## src/fast_lockup_regs.svh

```systemverilog
`ifndef FAST_LOCKUP_REGS_SVH
`define FAST_LOCKUP_REGS_SVH

// How it works
// [RULE_01] enable bit D16 arms boost current and period; zero leaves them unused
// [RULE_02] boost code D15:D13 gives boost pump current of unit times code plus four
// [RULE_03] host writes boost period count D12:D0 between 1 and 8191, never zero
// [RULE_04] boost pump stays on for count phase-detector periods, then normal pump returns
// [RULE_05] second loop-filter resistor switch is closed exactly while boost is on
// [RULE_06] host writes every address after power-down release before trusting settings
// [RULE_07] numerator takes effect only on integer write; host writes numerator first
// [RULE_08] outside boost, normal pump current is unit times 4-bit code plus one
// [RULE_09] each integer write with boost enabled restarts the count, one down per phase-detector period; the code skips the restart while the count is zero

// serial frame: 20 data bits then 4 address bits, first bit shifted in is D19
`define FRAME_BITS        24
`define ADDR_WIDTH        4
`define DATA_WIDTH        20
`define ADDR_NUM          4'h1
`define ADDR_INT          4'h2
`define ADDR_FAST         4'h4
`define NUM_MSB           17
`define INT_MSB           14
`define NORMAL_CODE_MSB   18
`define NORMAL_CODE_LSB   15
`define BOOST_EN_BIT      16
`define BOOST_CODE_MSB    15
`define BOOST_CODE_LSB    13
`define FAST_MSB          12
`define BOOST_CODE_OFFSET 5'h04
`define NORMAL_CODE_OFFSET 5'h01
`define SYNC_STAGES       3

`endif

```

## src/fast_lockup_pkg.sv

```systemverilog
package fast_lockup_pkg;
    typedef enum logic [0:0] {
        PUMP_NORMAL = 1'b0,
        PUMP_BOOST  = 1'b1
    } pump_state_t;
endpackage

```

## src/pin_filter.sv

```systemverilog
`timescale 1ns/1ps
`include "fast_lockup_regs.svh"

// three-stage synchroniser; output moves only when stages two and three agree
module pin_filter (
    input  wire logic ref_clk,  // system clock
    input  wire logic reset,    // async, active high
    input  wire logic pinIn,    // asynchronous pin
    output logic      pinOut_q  // filtered level
);
    logic [`SYNC_STAGES-1:0] stage_q;

    always_ff @(posedge ref_clk or posedge reset) begin
        if (reset) begin
            stage_q <= '0;
        end else begin
            stage_q <= {stage_q[`SYNC_STAGES-2:0], pinIn};
        end
    end

    always_ff @(posedge ref_clk or posedge reset) begin
        if (reset) begin
            pinOut_q <= 1'b0;
        end else if (stage_q[1] == stage_q[2]) begin
            pinOut_q <= stage_q[2];
        end
    end
endmodule // pin_filter

```

## src/fast_lockup_control.sv

```systemverilog
`timescale 1ns/1ps
`include "fast_lockup_regs.svh"

module fast_lockup_control (
    input  wire logic        ref_clk,            // 200 MHz system clock
    input  wire logic        reset,              // async, active high
    input  wire logic        serialClk,          // three-wire interface clock pin
    input  wire logic        serialData,         // three-wire interface data pin
    input  wire logic        loadEnable,         // three-wire interface latch pin
    input  wire logic        power_down_release, // high: device powered
    input  wire logic        pdClk,              // phase-detector (divided reference) clock
    output logic [17:0]      numerator_q,        // committed numerator
    output logic [14:0]      integer_q,          // committed integer
    output logic [3:0]       normal_pump_current_code_q, // normal pump code
    output logic [2:0]       boost_pump_current_code_q,  // boost pump code
    output logic             boost_enable_q,     // fast lockup armed
    output logic             boostActive_q,      // boost pump on
    output logic             filterSwitch_q,     // parallel resistor switch closed
    output logic [4:0]       pumpUnits_q         // pump current in base units
);
    logic [4:0] filt;
    logic [4:0] filtPrev_q;
    logic [4:0] pinVec;

    assign pinVec = {pdClk, power_down_release, loadEnable, serialData, serialClk};

    // each pin settles 3 to 4 cycles late, and the host must hold every level at least 2 cycles for it to pass
    genvar g;
    generate
        for (g = 0; g < 5; g++) begin : gen_pin
            pin_filter u_filter (
                .ref_clk  (ref_clk),
                .reset    (reset),
                .pinIn    (pinVec[g]),
                .pinOut_q (filt[g])
            );
        end
    endgenerate

    always_ff @(posedge ref_clk or posedge reset) begin
        if (reset) begin
            filtPrev_q <= '0;
        end else begin
            filtPrev_q <= filt;
        end
    end

    // the latch idles high, so one false rise follows reset; shift_q is clear then and address 0 is ignored
    logic sclkRise;
    logic leRise;
    logic pdRise;
    logic powered;
    assign sclkRise = filt[0] & ~filtPrev_q[0] & ~filt[2];
    assign leRise   = filt[2] & ~filtPrev_q[2];
    assign pdRise   = filt[4] & ~filtPrev_q[4];
    assign powered  = filt[3];

    // serial shifter
    logic [`FRAME_BITS-1:0] shift_q;
    always_ff @(posedge ref_clk or posedge reset) begin
        if (reset) begin
            shift_q <= '0;
        end else if (sclkRise) begin
            shift_q <= {shift_q[`FRAME_BITS-2:0], filt[1]};
        end
    end

    logic [`ADDR_WIDTH-1:0] frameAddr;
    logic [`DATA_WIDTH-1:0] frameData;
    logic                   wrNum;
    logic                   wrInt;
    logic                   wrFast;
    assign frameAddr = shift_q[`ADDR_WIDTH-1:0];
    assign frameData = shift_q[`FRAME_BITS-1:`ADDR_WIDTH];
    assign wrNum  = leRise & powered & (frameAddr == `ADDR_NUM);
    assign wrInt  = leRise & powered & (frameAddr == `ADDR_INT);
    assign wrFast = leRise & powered & (frameAddr == `ADDR_FAST);

    // numerator is staged and only reaches the synthesizer on an integer write
    logic [17:0] numStage_q;
    always_ff @(posedge ref_clk or posedge reset) begin
        if (reset) begin
            numStage_q <= '0;
        end else if (wrNum) begin
            numStage_q <= frameData[`NUM_MSB:0];
        end
    end

    always_ff @(posedge ref_clk or posedge reset) begin
        if (reset) begin
            numerator_q                <= '0;
            integer_q                  <= '0;
            normal_pump_current_code_q <= '0;
        end else if (wrInt) begin
            numerator_q                <= numStage_q; // RULE_07
            integer_q                  <= frameData[`INT_MSB:0];
            // the normal pump code rides on the integer word, so it also waits for the commit
            normal_pump_current_code_q <= frameData[`NORMAL_CODE_MSB:`NORMAL_CODE_LSB];
        end
    end

    // a write with the enable clear also ends a running boost in the state machine below
    logic [12:0] fastCount_q;
    always_ff @(posedge ref_clk or posedge reset) begin
        if (reset) begin
            boost_enable_q            <= 1'b0;
            boost_pump_current_code_q <= '0;
            fastCount_q               <= '0;
        end else if (wrFast) begin
            boost_enable_q            <= frameData[`BOOST_EN_BIT]; // RULE_01
            boost_pump_current_code_q <= frameData[`BOOST_CODE_MSB:`BOOST_CODE_LSB];
            fastCount_q               <= frameData[`FAST_MSB:0];
        end
    end

    // boost interval: start on commit, count phase-detector edges down to zero
    fast_lockup_pkg::pump_state_t state_q;
    fast_lockup_pkg::pump_state_t state_d;
    logic [12:0] remain_q;
    logic [12:0] remain_d;

    always_comb begin
        state_d  = state_q;
        remain_d = remain_q;
        case (state_q)
            fast_lockup_pkg::PUMP_NORMAL: begin
                if (wrInt && boost_enable_q && fastCount_q != 13'h0000) begin
                    state_d  = fast_lockup_pkg::PUMP_BOOST; // RULE_09
                    remain_d = fastCount_q;
                end
            end
            fast_lockup_pkg::PUMP_BOOST: begin
                // power-down or a disabling write end the boost at once, whatever is left
                if (!powered || !boost_enable_q) begin
                    state_d = fast_lockup_pkg::PUMP_NORMAL; // RULE_01
                end else if (wrInt && fastCount_q != 13'h0000) begin
                    remain_d = fastCount_q; // RULE_09
                end else if (pdRise) begin
                    // a zero count would wrap and run 8192 periods, so it is refused at start
                    remain_d = remain_q - 13'h0001;
                    if (remain_q == 13'h0001) begin
                        state_d = fast_lockup_pkg::PUMP_NORMAL; // RULE_04
                    end
                end
            end
            default: begin
                state_d = fast_lockup_pkg::PUMP_NORMAL;
            end
        endcase
    end

    always_ff @(posedge ref_clk or posedge reset) begin
        if (reset) begin
            state_q        <= fast_lockup_pkg::PUMP_NORMAL;
            remain_q       <= '0;
            boostActive_q  <= 1'b0;
            filterSwitch_q <= 1'b0;
        end else begin
            state_q        <= state_d;
            remain_q       <= remain_d;
            boostActive_q  <= (state_d == fast_lockup_pkg::PUMP_BOOST); // RULE_04
            filterSwitch_q <= (state_d == fast_lockup_pkg::PUMP_BOOST); // RULE_05
        end
    end

    // current follows the pump state one cycle later; analog settling dwarfs 5 ns
    always_ff @(posedge ref_clk or posedge reset) begin
        if (reset) begin
            pumpUnits_q <= `NORMAL_CODE_OFFSET;
        end else if (boostActive_q) begin
            pumpUnits_q <= {2'b00, boost_pump_current_code_q} + `BOOST_CODE_OFFSET; // RULE_02
        end else begin
            pumpUnits_q <= {1'b0, normal_pump_current_code_q} + `NORMAL_CODE_OFFSET; // RULE_08
        end
    end

    chk_switch_tracks_boost: assert property (@(posedge ref_clk) disable iff (reset) // RULE_05
        filterSwitch_q == boostActive_q) else $error("filter switch differs from boost state");
    chk_boost_start_commit: assert property (@(posedge ref_clk) disable iff (reset) // RULE_09
        (wrInt && boost_enable_q && fastCount_q != 13'h0000 && powered) |=> boostActive_q && remain_q == $past(fastCount_q))
        else $error("boost did not start on integer commit");
    chk_disabled_no_boost: assert property (@(posedge ref_clk) disable iff (reset) // RULE_01
        !boost_enable_q |=> !boostActive_q) else $error("boost active while disabled");
    chk_boost_expires: assert property (@(posedge ref_clk) disable iff (reset) // RULE_04
        (state_q == fast_lockup_pkg::PUMP_BOOST && pdRise && remain_q == 13'h0001 && !wrInt) |=> !boostActive_q)
        else $error("boost outlived its count");
    chk_boost_counts_down: assert property (@(posedge ref_clk) disable iff (reset) // RULE_04
        (state_q == fast_lockup_pkg::PUMP_BOOST && pdRise && remain_q > 13'h0001 && !wrInt && boost_enable_q && powered)
        |=> remain_q == $past(remain_q) - 13'h0001 && boostActive_q) else $error("boost count step wrong");
    chk_boost_holds: assert property (@(posedge ref_clk) disable iff (reset) // RULE_04
        (boostActive_q && !pdRise && boost_enable_q && powered) |=> boostActive_q) else $error("boost ended without pd edge");
    chk_boost_current: assert property (@(posedge ref_clk) disable iff (reset) // RULE_02
        boostActive_q ##1 $stable(boost_pump_current_code_q) |-> pumpUnits_q == {2'b00, boost_pump_current_code_q} + 5'h04)
        else $error("boost current wrong");
    chk_normal_current: assert property (@(posedge ref_clk) disable iff (reset) // RULE_08
        !boostActive_q ##1 $stable(normal_pump_current_code_q) |-> pumpUnits_q == {1'b0, normal_pump_current_code_q} + 5'h01)
        else $error("normal current wrong");
    chk_numerator_staged: assert property (@(posedge ref_clk) disable iff (reset) // RULE_07
        !wrInt |=> $stable(numerator_q)) else $error("numerator changed without integer write");

    // write path, pump current and boost count checks
    chk_fast_write_lands: assert property (@(posedge ref_clk) disable iff (reset) // RULE_01
        wrFast |=> boost_enable_q == $past(frameData[`BOOST_EN_BIT]) && fastCount_q == $past(frameData[`FAST_MSB:0]))
        else $error("fast lockup write did not land");
    chk_boost_code_lands: assert property (@(posedge ref_clk) disable iff (reset) // RULE_02
        wrFast |=> boost_pump_current_code_q == $past(frameData[`BOOST_CODE_MSB:`BOOST_CODE_LSB]))
        else $error("boost code write did not land");
    chk_int_write_lands: assert property (@(posedge ref_clk) disable iff (reset) // RULE_07
        wrInt |=> numerator_q == $past(numStage_q) && integer_q == $past(frameData[`INT_MSB:0]))
        else $error("integer write did not commit the staged numerator");
    chk_normal_code_lands: assert property (@(posedge ref_clk) disable iff (reset) // RULE_08
        wrInt |=> normal_pump_current_code_q == $past(frameData[`NORMAL_CODE_MSB:`NORMAL_CODE_LSB]))
        else $error("normal code write did not land");
    chk_units_after_boost: assert property (@(posedge ref_clk) disable iff (reset) // RULE_08
        $fell(boostActive_q) |=> pumpUnits_q == {1'b0, $past(normal_pump_current_code_q)} + 5'h01)
        else $error("normal current not restored after boost");
    chk_remain_live: assert property (@(posedge ref_clk) disable iff (reset) // RULE_04
        boostActive_q |-> remain_q != 13'h0000)
        else $error("boost running with an empty count");

    cov_boost_start: cover property (@(posedge ref_clk) disable iff (reset) !boostActive_q ##1 boostActive_q);
    cov_boost_end: cover property (@(posedge ref_clk) disable iff (reset) boostActive_q ##1 !boostActive_q);
    cov_restart: cover property (@(posedge ref_clk) disable iff (reset) boostActive_q && wrInt);
    cov_fast_write: cover property (@(posedge ref_clk) disable iff (reset) wrFast);
    cov_write_refused: cover property (@(posedge ref_clk) disable iff (reset) leRise && !powered);
endmodule // fast_lockup_control

```

## config.mk

```make
export PLATFORM = sky130hd
export DESIGN_NAME = fast_lockup_control
export DESIGN_NICKNAME = d
export VERILOG_FILES = /design/src/fast_lockup_pkg.sv /design/src/pin_filter.sv /design/src/fast_lockup_control.sv
export VERILOG_INCLUDE_DIRS = /design/src
export SDC_FILE = /design/constraint.sdc
export NUM_CORES = 1
export LEC_CHECK = 0
export CAP_MARGIN = 20
export CORE_ASPECT_RATIO = 1.4
export CORE_MARGIN = 3
export CORE_UTILIZATION = 43
export DETAILED_ROUTE_END_ITERATION = 10
export DONT_BUFFER_PORTS = 1
export PLACE_DENSITY = 0.65
export SLEW_MARGIN = 40
export SYNTH_ARGS = -nofsm -noshare
export SYNTH_HDL_FRONTEND = slang
export SYNTH_SLANG_ARGS = --single-unit
```

## constraint.sdc

```tcl
create_clock -name ref_clk -period 6.3 [get_ports ref_clk]
set_input_delay 0.315 -clock ref_clk [delete_from_list [all_inputs] [get_ports ref_clk]]
set_output_delay 0.315 -clock ref_clk [all_outputs]
set_load 0.02 [all_outputs]
```

### Yosys cells after proc, flatten, opt, wreduce, memory -nomap -nowiden

Index checks and enable logic that the tools add are counted.

* add/subtract/negate cells: 3
* equal/unequal tests: 12
* multiplexer cells: 12
* bitwise operators: 13
* reductions and logical operators: 8

Operators by type and width (count)
* $mux W13: 4
* $pmux W13 S2: 1
* $eq A13 B1 Y1 const B: 1
* $reduce_bool A13 Y1: 1
* $sub A13 B1 Y13 const B: 1
* $and A1 B1 Y1: 8
* $add A4 B1 Y5 const B: 1
* $eq A1 B1 Y1: 5
* $mux W1: 5
* $mux W5: 1
* $not A1 Y1: 5
* $add A3 B3 Y4 const B: 1
* $eq A4 B1 Y1 const B: 1
* $eq A4 B2 Y1 const B: 1
* $eq A4 B3 Y1 const B: 1
* $ne A2 B2 Y1 const B: 2
* $logic_and A1 B1 Y1: 3
* $ne A3 B2 Y1 const B: 1
* $reduce_and A3 Y1: 1
* $logic_not A1 Y1: 2
* $pmux W1 S2: 1
* $logic_or A1 B1 Y1: 1

* flip-flop bits (word level): 139
* bits of input ports: 7
* output and inout port bits: 48

### Depth between registers and ports, before layout

* depth in word-level cells: 8
* gate-level depth with buffers: 8
* depth with buffers taken out: 7

### Cells and area by module

From an unflattened synthesis, not the netlist that was laid out.

* cell total of the unflattened synthesis: 375
* area total of the unflattened synthesis: 5495.3 sq um

Modules (own cells, without submodules)
* fast_lockup_control: times used 1, cells an instance 345, area each 4919.7 sq um, sequential area each 2929.1 sq um
* pin_filter: times used 5, cells an instance 6, area each 115.1 sq um, sequential area each 100.1 sq um

### Worst setup path before layout

Ideal clock, no wire load.

* kind: register to register
* from: register remain_q[0]
* to: register remain_q[11]
* setup time: 129 ps
* arrival: 1845 ps
* required time: 6170 ps
* path slack: 4326 ps
* stages on the path, launching flop included: 7
* period minus slack after synthesis: 1974 ps
* cells stage by stage: dfrtp_1 -> or4_1 -> buf_2 -> or4_4 -> nor3_1 -> o21ai_1 -> o2bb2ai_1

* longest elaborated chain between the ends: 5

Ends and longest elaborated chain
* start: declaration: line fast_lockup_control.sv:119 `logic [12:0] remain_q;`
* start signal: assignment: line fast_lockup_control.sv:160 `remain_q <= remain_d;`
* $sub A13 B1 Y13: line fast_lockup_control.sv:140 `remain_d = remain_q - 13'h0001;`
* $mux W13: line fast_lockup_control.sv:138 `end else if (pdRise) begin`
* $mux W13: line fast_lockup_control.sv:136 `end else if (wrInt && fastCount_q != 13'h0000) begin`
* $mux W13: line fast_lockup_control.sv:134 `if (!powered || !boost_enable_q) begin`
* $pmux W13 S2: line fast_lockup_control.sv:125 `case (state_q)`

Every way passes these cells. The select of a mux whose other input is x is not followed.
A chain may end at the register's enable or synchronous reset.

### Worst setup path in the final report

* from: register fastCount_q[6]
* to: register remain_q[12]

* longest elaborated chain between the ends: 5
* elaborated cells between the ends (all ways): 9
* classes of those cells: 2 x eq/ne; 3 x mux; 4 x reduce/logical

Ends and longest elaborated chain
* start: declaration: line fast_lockup_control.sv:103 `logic [12:0] fastCount_q;`
* start signal: assignment: line fast_lockup_control.sv:112 `` fastCount_q <= frameData[`FAST_MSB:0]; ``
* $reduce_bool A13 Y1 *: line fast_lockup_control.sv:127, fast_lockup_control.sv:136
* $logic_and A1 B1 Y1: line fast_lockup_control.sv:136
* $mux W13: line fast_lockup_control.sv:136
* $mux W13: line fast_lockup_control.sv:134
* $pmux W13 S2: line fast_lockup_control.sv:125

Mark *: on every way between the ends. The rest lies on a longest branch, timed or not. The select of a mux whose other input is x is not followed.

==> run summary <==
RUN STATUS
--------------------------------------------------------------------------------
Result of the run ................................................. finished clean

FLOORPLANNING
--------------------------------------------------------------------------------
Full die area .....................................................  14000 sq um
Horizontal die dimension ..........................................       101 um
Area of the placeable core ........................................  12100 sq um
Row cnt ...........................................................           47
I/O pin count .....................................................           55
Die boundary height ...............................................       139 um
Effective utilization at floorplan ................................        44.8%

TIMING
--------------------------------------------------------------------------------
Total of endpoints with negative setup slack in the final report ..            0
Setup TNS .........................................................         0 ns
Worst clock skew ..................................................   0.00949 ns
Period utilization ................................................        35.3%
Transition time of the tightest slew-check pin ....................     0.707 ns
Worst relative slew slack .........................................        52.9%
FMAX ..............................................................    0.449 GHz
Time the worst path needs with I/O delays and setup ...............      2.23 ns
Hold Slack ........................................................     0.348 ns
Number of pins exceeding their max-slew limit in the final report .            0
Setup repair after global routing missed its margin ...............        false
Hold Violations, Final ............................................            0
Final worst-path setup slack ......................................      4.07 ns

GLOBAL ROUTE
--------------------------------------------------------------------------------
Number of antenna violations at the first check in global routing .            0
Global-route wire length before repair ............................      17.9 mm
Largest net degree at the start of global routing .................           83
Layer with the highest usage after global routing .................         met2
Met3 Use GR .......................................................        4.88%
Aggregate global routing overflow .................................            0
Combined global-route utilization of all metal layers .............        16.2%
Vias in the first global route ....................................         3526
Met2 GRT Util .....................................................        25.8%
Fraction of met1 tracks used by global routing ....................        20.4%

PLACED DESIGN
--------------------------------------------------------------------------------
Final RePlAce weighted congestion .................................        0.798
Port Buf Inserts ..................................................            0
HPWL reported at the end of detailed placement ....................      6.81 mm
Pre-CTS worst setup slack .........................................      4.09 ns

CLOCK TREE
--------------------------------------------------------------------------------
CTS sink cnt ......................................................          137
TritonCTS clock tree ..............................................          yes
H-tree Lvls .......................................................            4
Latest clock arrival within the worst-skew pair ...................      0.41 ns
Maximum root-to-sink buffer count .................................            2
Clk Tree Root Cell ................................................ sky130_fd_sc_hd__clkbuf_16
Clock buffers created by TritonCTS ................................           17
Reg clk slew, reported paths ......................................      0.05 ns
CTS-repair resized insts ..........................................            0

ROUTING
--------------------------------------------------------------------------------
Total number of vias ..............................................         3275
Average vias per placed instance ..................................         5.33
Drc violations ....................................................            0
Router iterations before antenna repair ...........................            4
Antenna Nets Post-Route ...........................................            0
Sum of routed wire length over all layers .........................      10.3 mm
Violation count after the first detailed-route iteration ..........          147
Wirelength per Cell ...............................................      16.8 um

LOGIC SYNTHESIS
--------------------------------------------------------------------------------
Top cells by instance count after synthesis ....................... sky130_fd_sc_hd__dfrtp_1, sky130_fd_sc_hd__nand2_1, sky130_fd_sc_hd__mux2_1
Synthesized instance count ........................................          443
EDFF count, synth .................................................            0
Fraction of registers with async set or reset after synthesis .....         100%
Biggest area contributors in the synthesized netlist .............. sky130_fd_sc_hd__dfrtp_1, sky130_fd_sc_hd__mux2_1, sky130_fd_sc_hd__nand2_1
Net count after synthesis .........................................          453
Share of Yosys cell area claimed by the top area cell type ........        62.7%
Prevailing post-synth register cell ............................... sky130_fd_sc_hd__dfrtp_1
Post-synthesis register bit count .................................          137
Netlist area before placement .....................................   5430 sq um
Cell type with the highest aggregate area in the netlist .......... sky130_fd_sc_hd__dfrtp_1
Sequential cell area fraction in the yosys report .................        63.1%
Per-instance average area after synthesis .........................   12.3 sq um
Most common cell in the netlist ................................... sky130_fd_sc_hd__dfrtp_1
Cell variety after synth ..........................................           48
Number of warnings printed during yosys synthesis .................            0

CRITICAL PATH
--------------------------------------------------------------------------------
Slowest CP cell ................................................... sky130_fd_sc_hd__a21oi_4
Top Family by Delay on Critical Path .............................. compound AO/OA/AOI/OAI gates
Setup crit start kind .............................................         flop
Crit path capture type ............................................         flop
Crit-path max cell delay ..........................................      0.62 ns
Critical path buffers and inverters ...............................            0
Stages on the worst setup path ....................................            5
Required arrival time at the worst endpoint .......................      6.57 ns
Ordered cell list for the critical path ........................... nor4_1 -> nand4_1 -> a21oi_4 -> mux2i_1 -> a2bb2oi_1
Reg2Reg Depth .....................................................            5
Critical Path AT ..................................................      2.49 ns
Worst-path maximum fanout .........................................           15
Slack of the worst reg-to-reg path ................................      4.07 ns
Setup Crit Path Kind ..............................................   reg -> reg

WORST HOLD PATH
--------------------------------------------------------------------------------
Worst hold-check path type ........................................   reg -> reg
Worst Hold Path Cells .............................................            0

POWER
--------------------------------------------------------------------------------
Worst supply voltage drop on vdd ..................................     0.187 mV
Static Leakage ....................................................      3.09 nW
Total power per unit cell area ....................................  330 nW/um^2

LAYOUT
--------------------------------------------------------------------------------
# nets final ......................................................          465
Core Util, Final ..................................................        51.2%
Antenna Diode Count ...............................................            0
Fraction of final layout cells with drive strength greater than 1 .        10.3%
Layout Area Growth over Synthesis .................................        14.2%

JOB
--------------------------------------------------------------------------------
Max cap viols .....................................................            0

==> stage by stage <==
stage / cells / total power [mW] / cell area (sq um)
after floorplan: 443 / 1.09 / 5430
after global placement: 577 / 1.13 / 5580
after detailed placement: 577 / 1.14 / 5590
after CTS: 614 / 2.07 / 6200
after global routing: 614 / 2.14 / 6200
final: 614 / 2.05 / 6200
==> state kept, by name, indices dropped and copies added (netlist names), 5 cells and up <==
signal / cells
fastCount_q: 13
gen_pin.u_filter.pinOut_q: 5
gen_pin.u_filter.stage_q: 15
integer_q: 15
numStage_q: 18
numerator_q: 18
pumpUnits_q: 5
remain_q: 13
shift_q: 23
==> metal layers <==
layer	wire length, um	part of all wire (%)
met1	4460	43
met2	5170	50
met3	469	4.6
met4	193	1.9
met5	0	0
==> area by class of cell <==
| cell class | count | area, sq um |
|---|---|---|
| fill | 1027 | 5910 |
| sequential | 137 | 3430 |
| multi-input combinational | 279 | 1890 |
| clock buffer | 23 | 488 |
| tap | 147 | 184 |
| timing repair buffer | 12 | 105 |
| clock inverter | 8 | 70.1 |
| inverter | 8 | 35.0 |
==> worst paths after layout <==
check,start,endpoint
worst max-delay path,fastCount_q[6]$_DFFE_PP0P_,remain_q[12]$_DFFE_PP0P_
worst min-delay path,gen_pin[0].u_filter.stage_q[0]$_DFF_PP0_,gen_pin[0].u_filter.stage_q[1]$_DFF_PP0_
worst max register to register,fastCount_q[6]$_DFFE_PP0P_,remain_q[12]$_DFFE_PP0P_
worst min register to register,gen_pin[0].u_filter.stage_q[0]$_DFF_PP0_,gen_pin[0].u_filter.stage_q[1]$_DFF_PP0_
max in group asynchronous,reset,numStage_q[8]$_DFFE_PP0P_
min in group asynchronous,reset,gen_pin[3].u_filter.pinOut_q$_DFFE_PP0N_
==> logic make-up (layout without fill, tap and decap cells) <==
family          Yosys count  after routing  synth area share, %
fa+ha+maj                 8              8                 1.61
buf+inv                  27             51                 2.19
xor+xnor                  2              2                0.323
simple gates            163            163                 14.0
compound gates           37             37                 4.70
flops                   137            137                 63.1
mux                      69             69                 14.1
==> where the power goes <==
part	switching, mW	internal [mW]
combinational	0.0653	0.0509
sequential	0.0747	0.937
clock	0.342	0.578
==> timing repair <==
item	4_1_cts	5_1_grt
setup buffers	0	0
hold buffers	6	0
hold endpoints to repair	85	0
==> worst register-to-register path: stages, from the launching register on <==
cell and delay, ns:
sky130_fd_sc_hd__dfrtp_1 0.39, sky130_fd_sc_hd__nor4_1 0.31, sky130_fd_sc_hd__nand4_1 0.38, sky130_fd_sc_hd__a21oi_4 0.62
sky130_fd_sc_hd__mux2i_1 0.29, sky130_fd_sc_hd__a2bb2oi_1 0.10
==> layout by cell type, fill, tap and decap left out, types with 3 or more instances in the layout <==
cell type | Yosys | routed
sky130_fd_sc_hd__nor2_1 | 9 | 9
sky130_fd_sc_hd__ha_1 | 3 | 3
sky130_fd_sc_hd__o21ai_0 | 8 | 8
sky130_fd_sc_hd__nand2_1 | 117 | 117
sky130_fd_sc_hd__mux2_1 | 57 | 57
sky130_fd_sc_hd__mux2i_1 | 11 | 11
sky130_fd_sc_hd__dfrtp_1 | 136 | 136
sky130_fd_sc_hd__clkbuf_16 | 0 | 17
sky130_fd_sc_hd__a21oi_1 | 6 | 5
sky130_fd_sc_hd__dlygate4sd3_1 | 0 | 6
sky130_fd_sc_hd__maj3_1 | 5 | 5
sky130_fd_sc_hd__buf_4 | 2 | 6
sky130_fd_sc_hd__nor3_1 | 8 | 8
sky130_fd_sc_hd__clkinv_2 | 0 | 5
sky130_fd_sc_hd__nand3_1 | 4 | 4
sky130_fd_sc_hd__nor2b_1 | 3 | 3
sky130_fd_sc_hd__o2bb2ai_1 | 6 | 6
sky130_fd_sc_hd__inv_1 | 7 | 6
sky130_fd_sc_hd__nor4_1 | 4 | 4
sky130_fd_sc_hd__o21ai_1 | 4 | 4
sky130_fd_sc_hd__clkbuf_8 | 0 | 4
No activity file was read; power rests on OpenSTA's default activity.
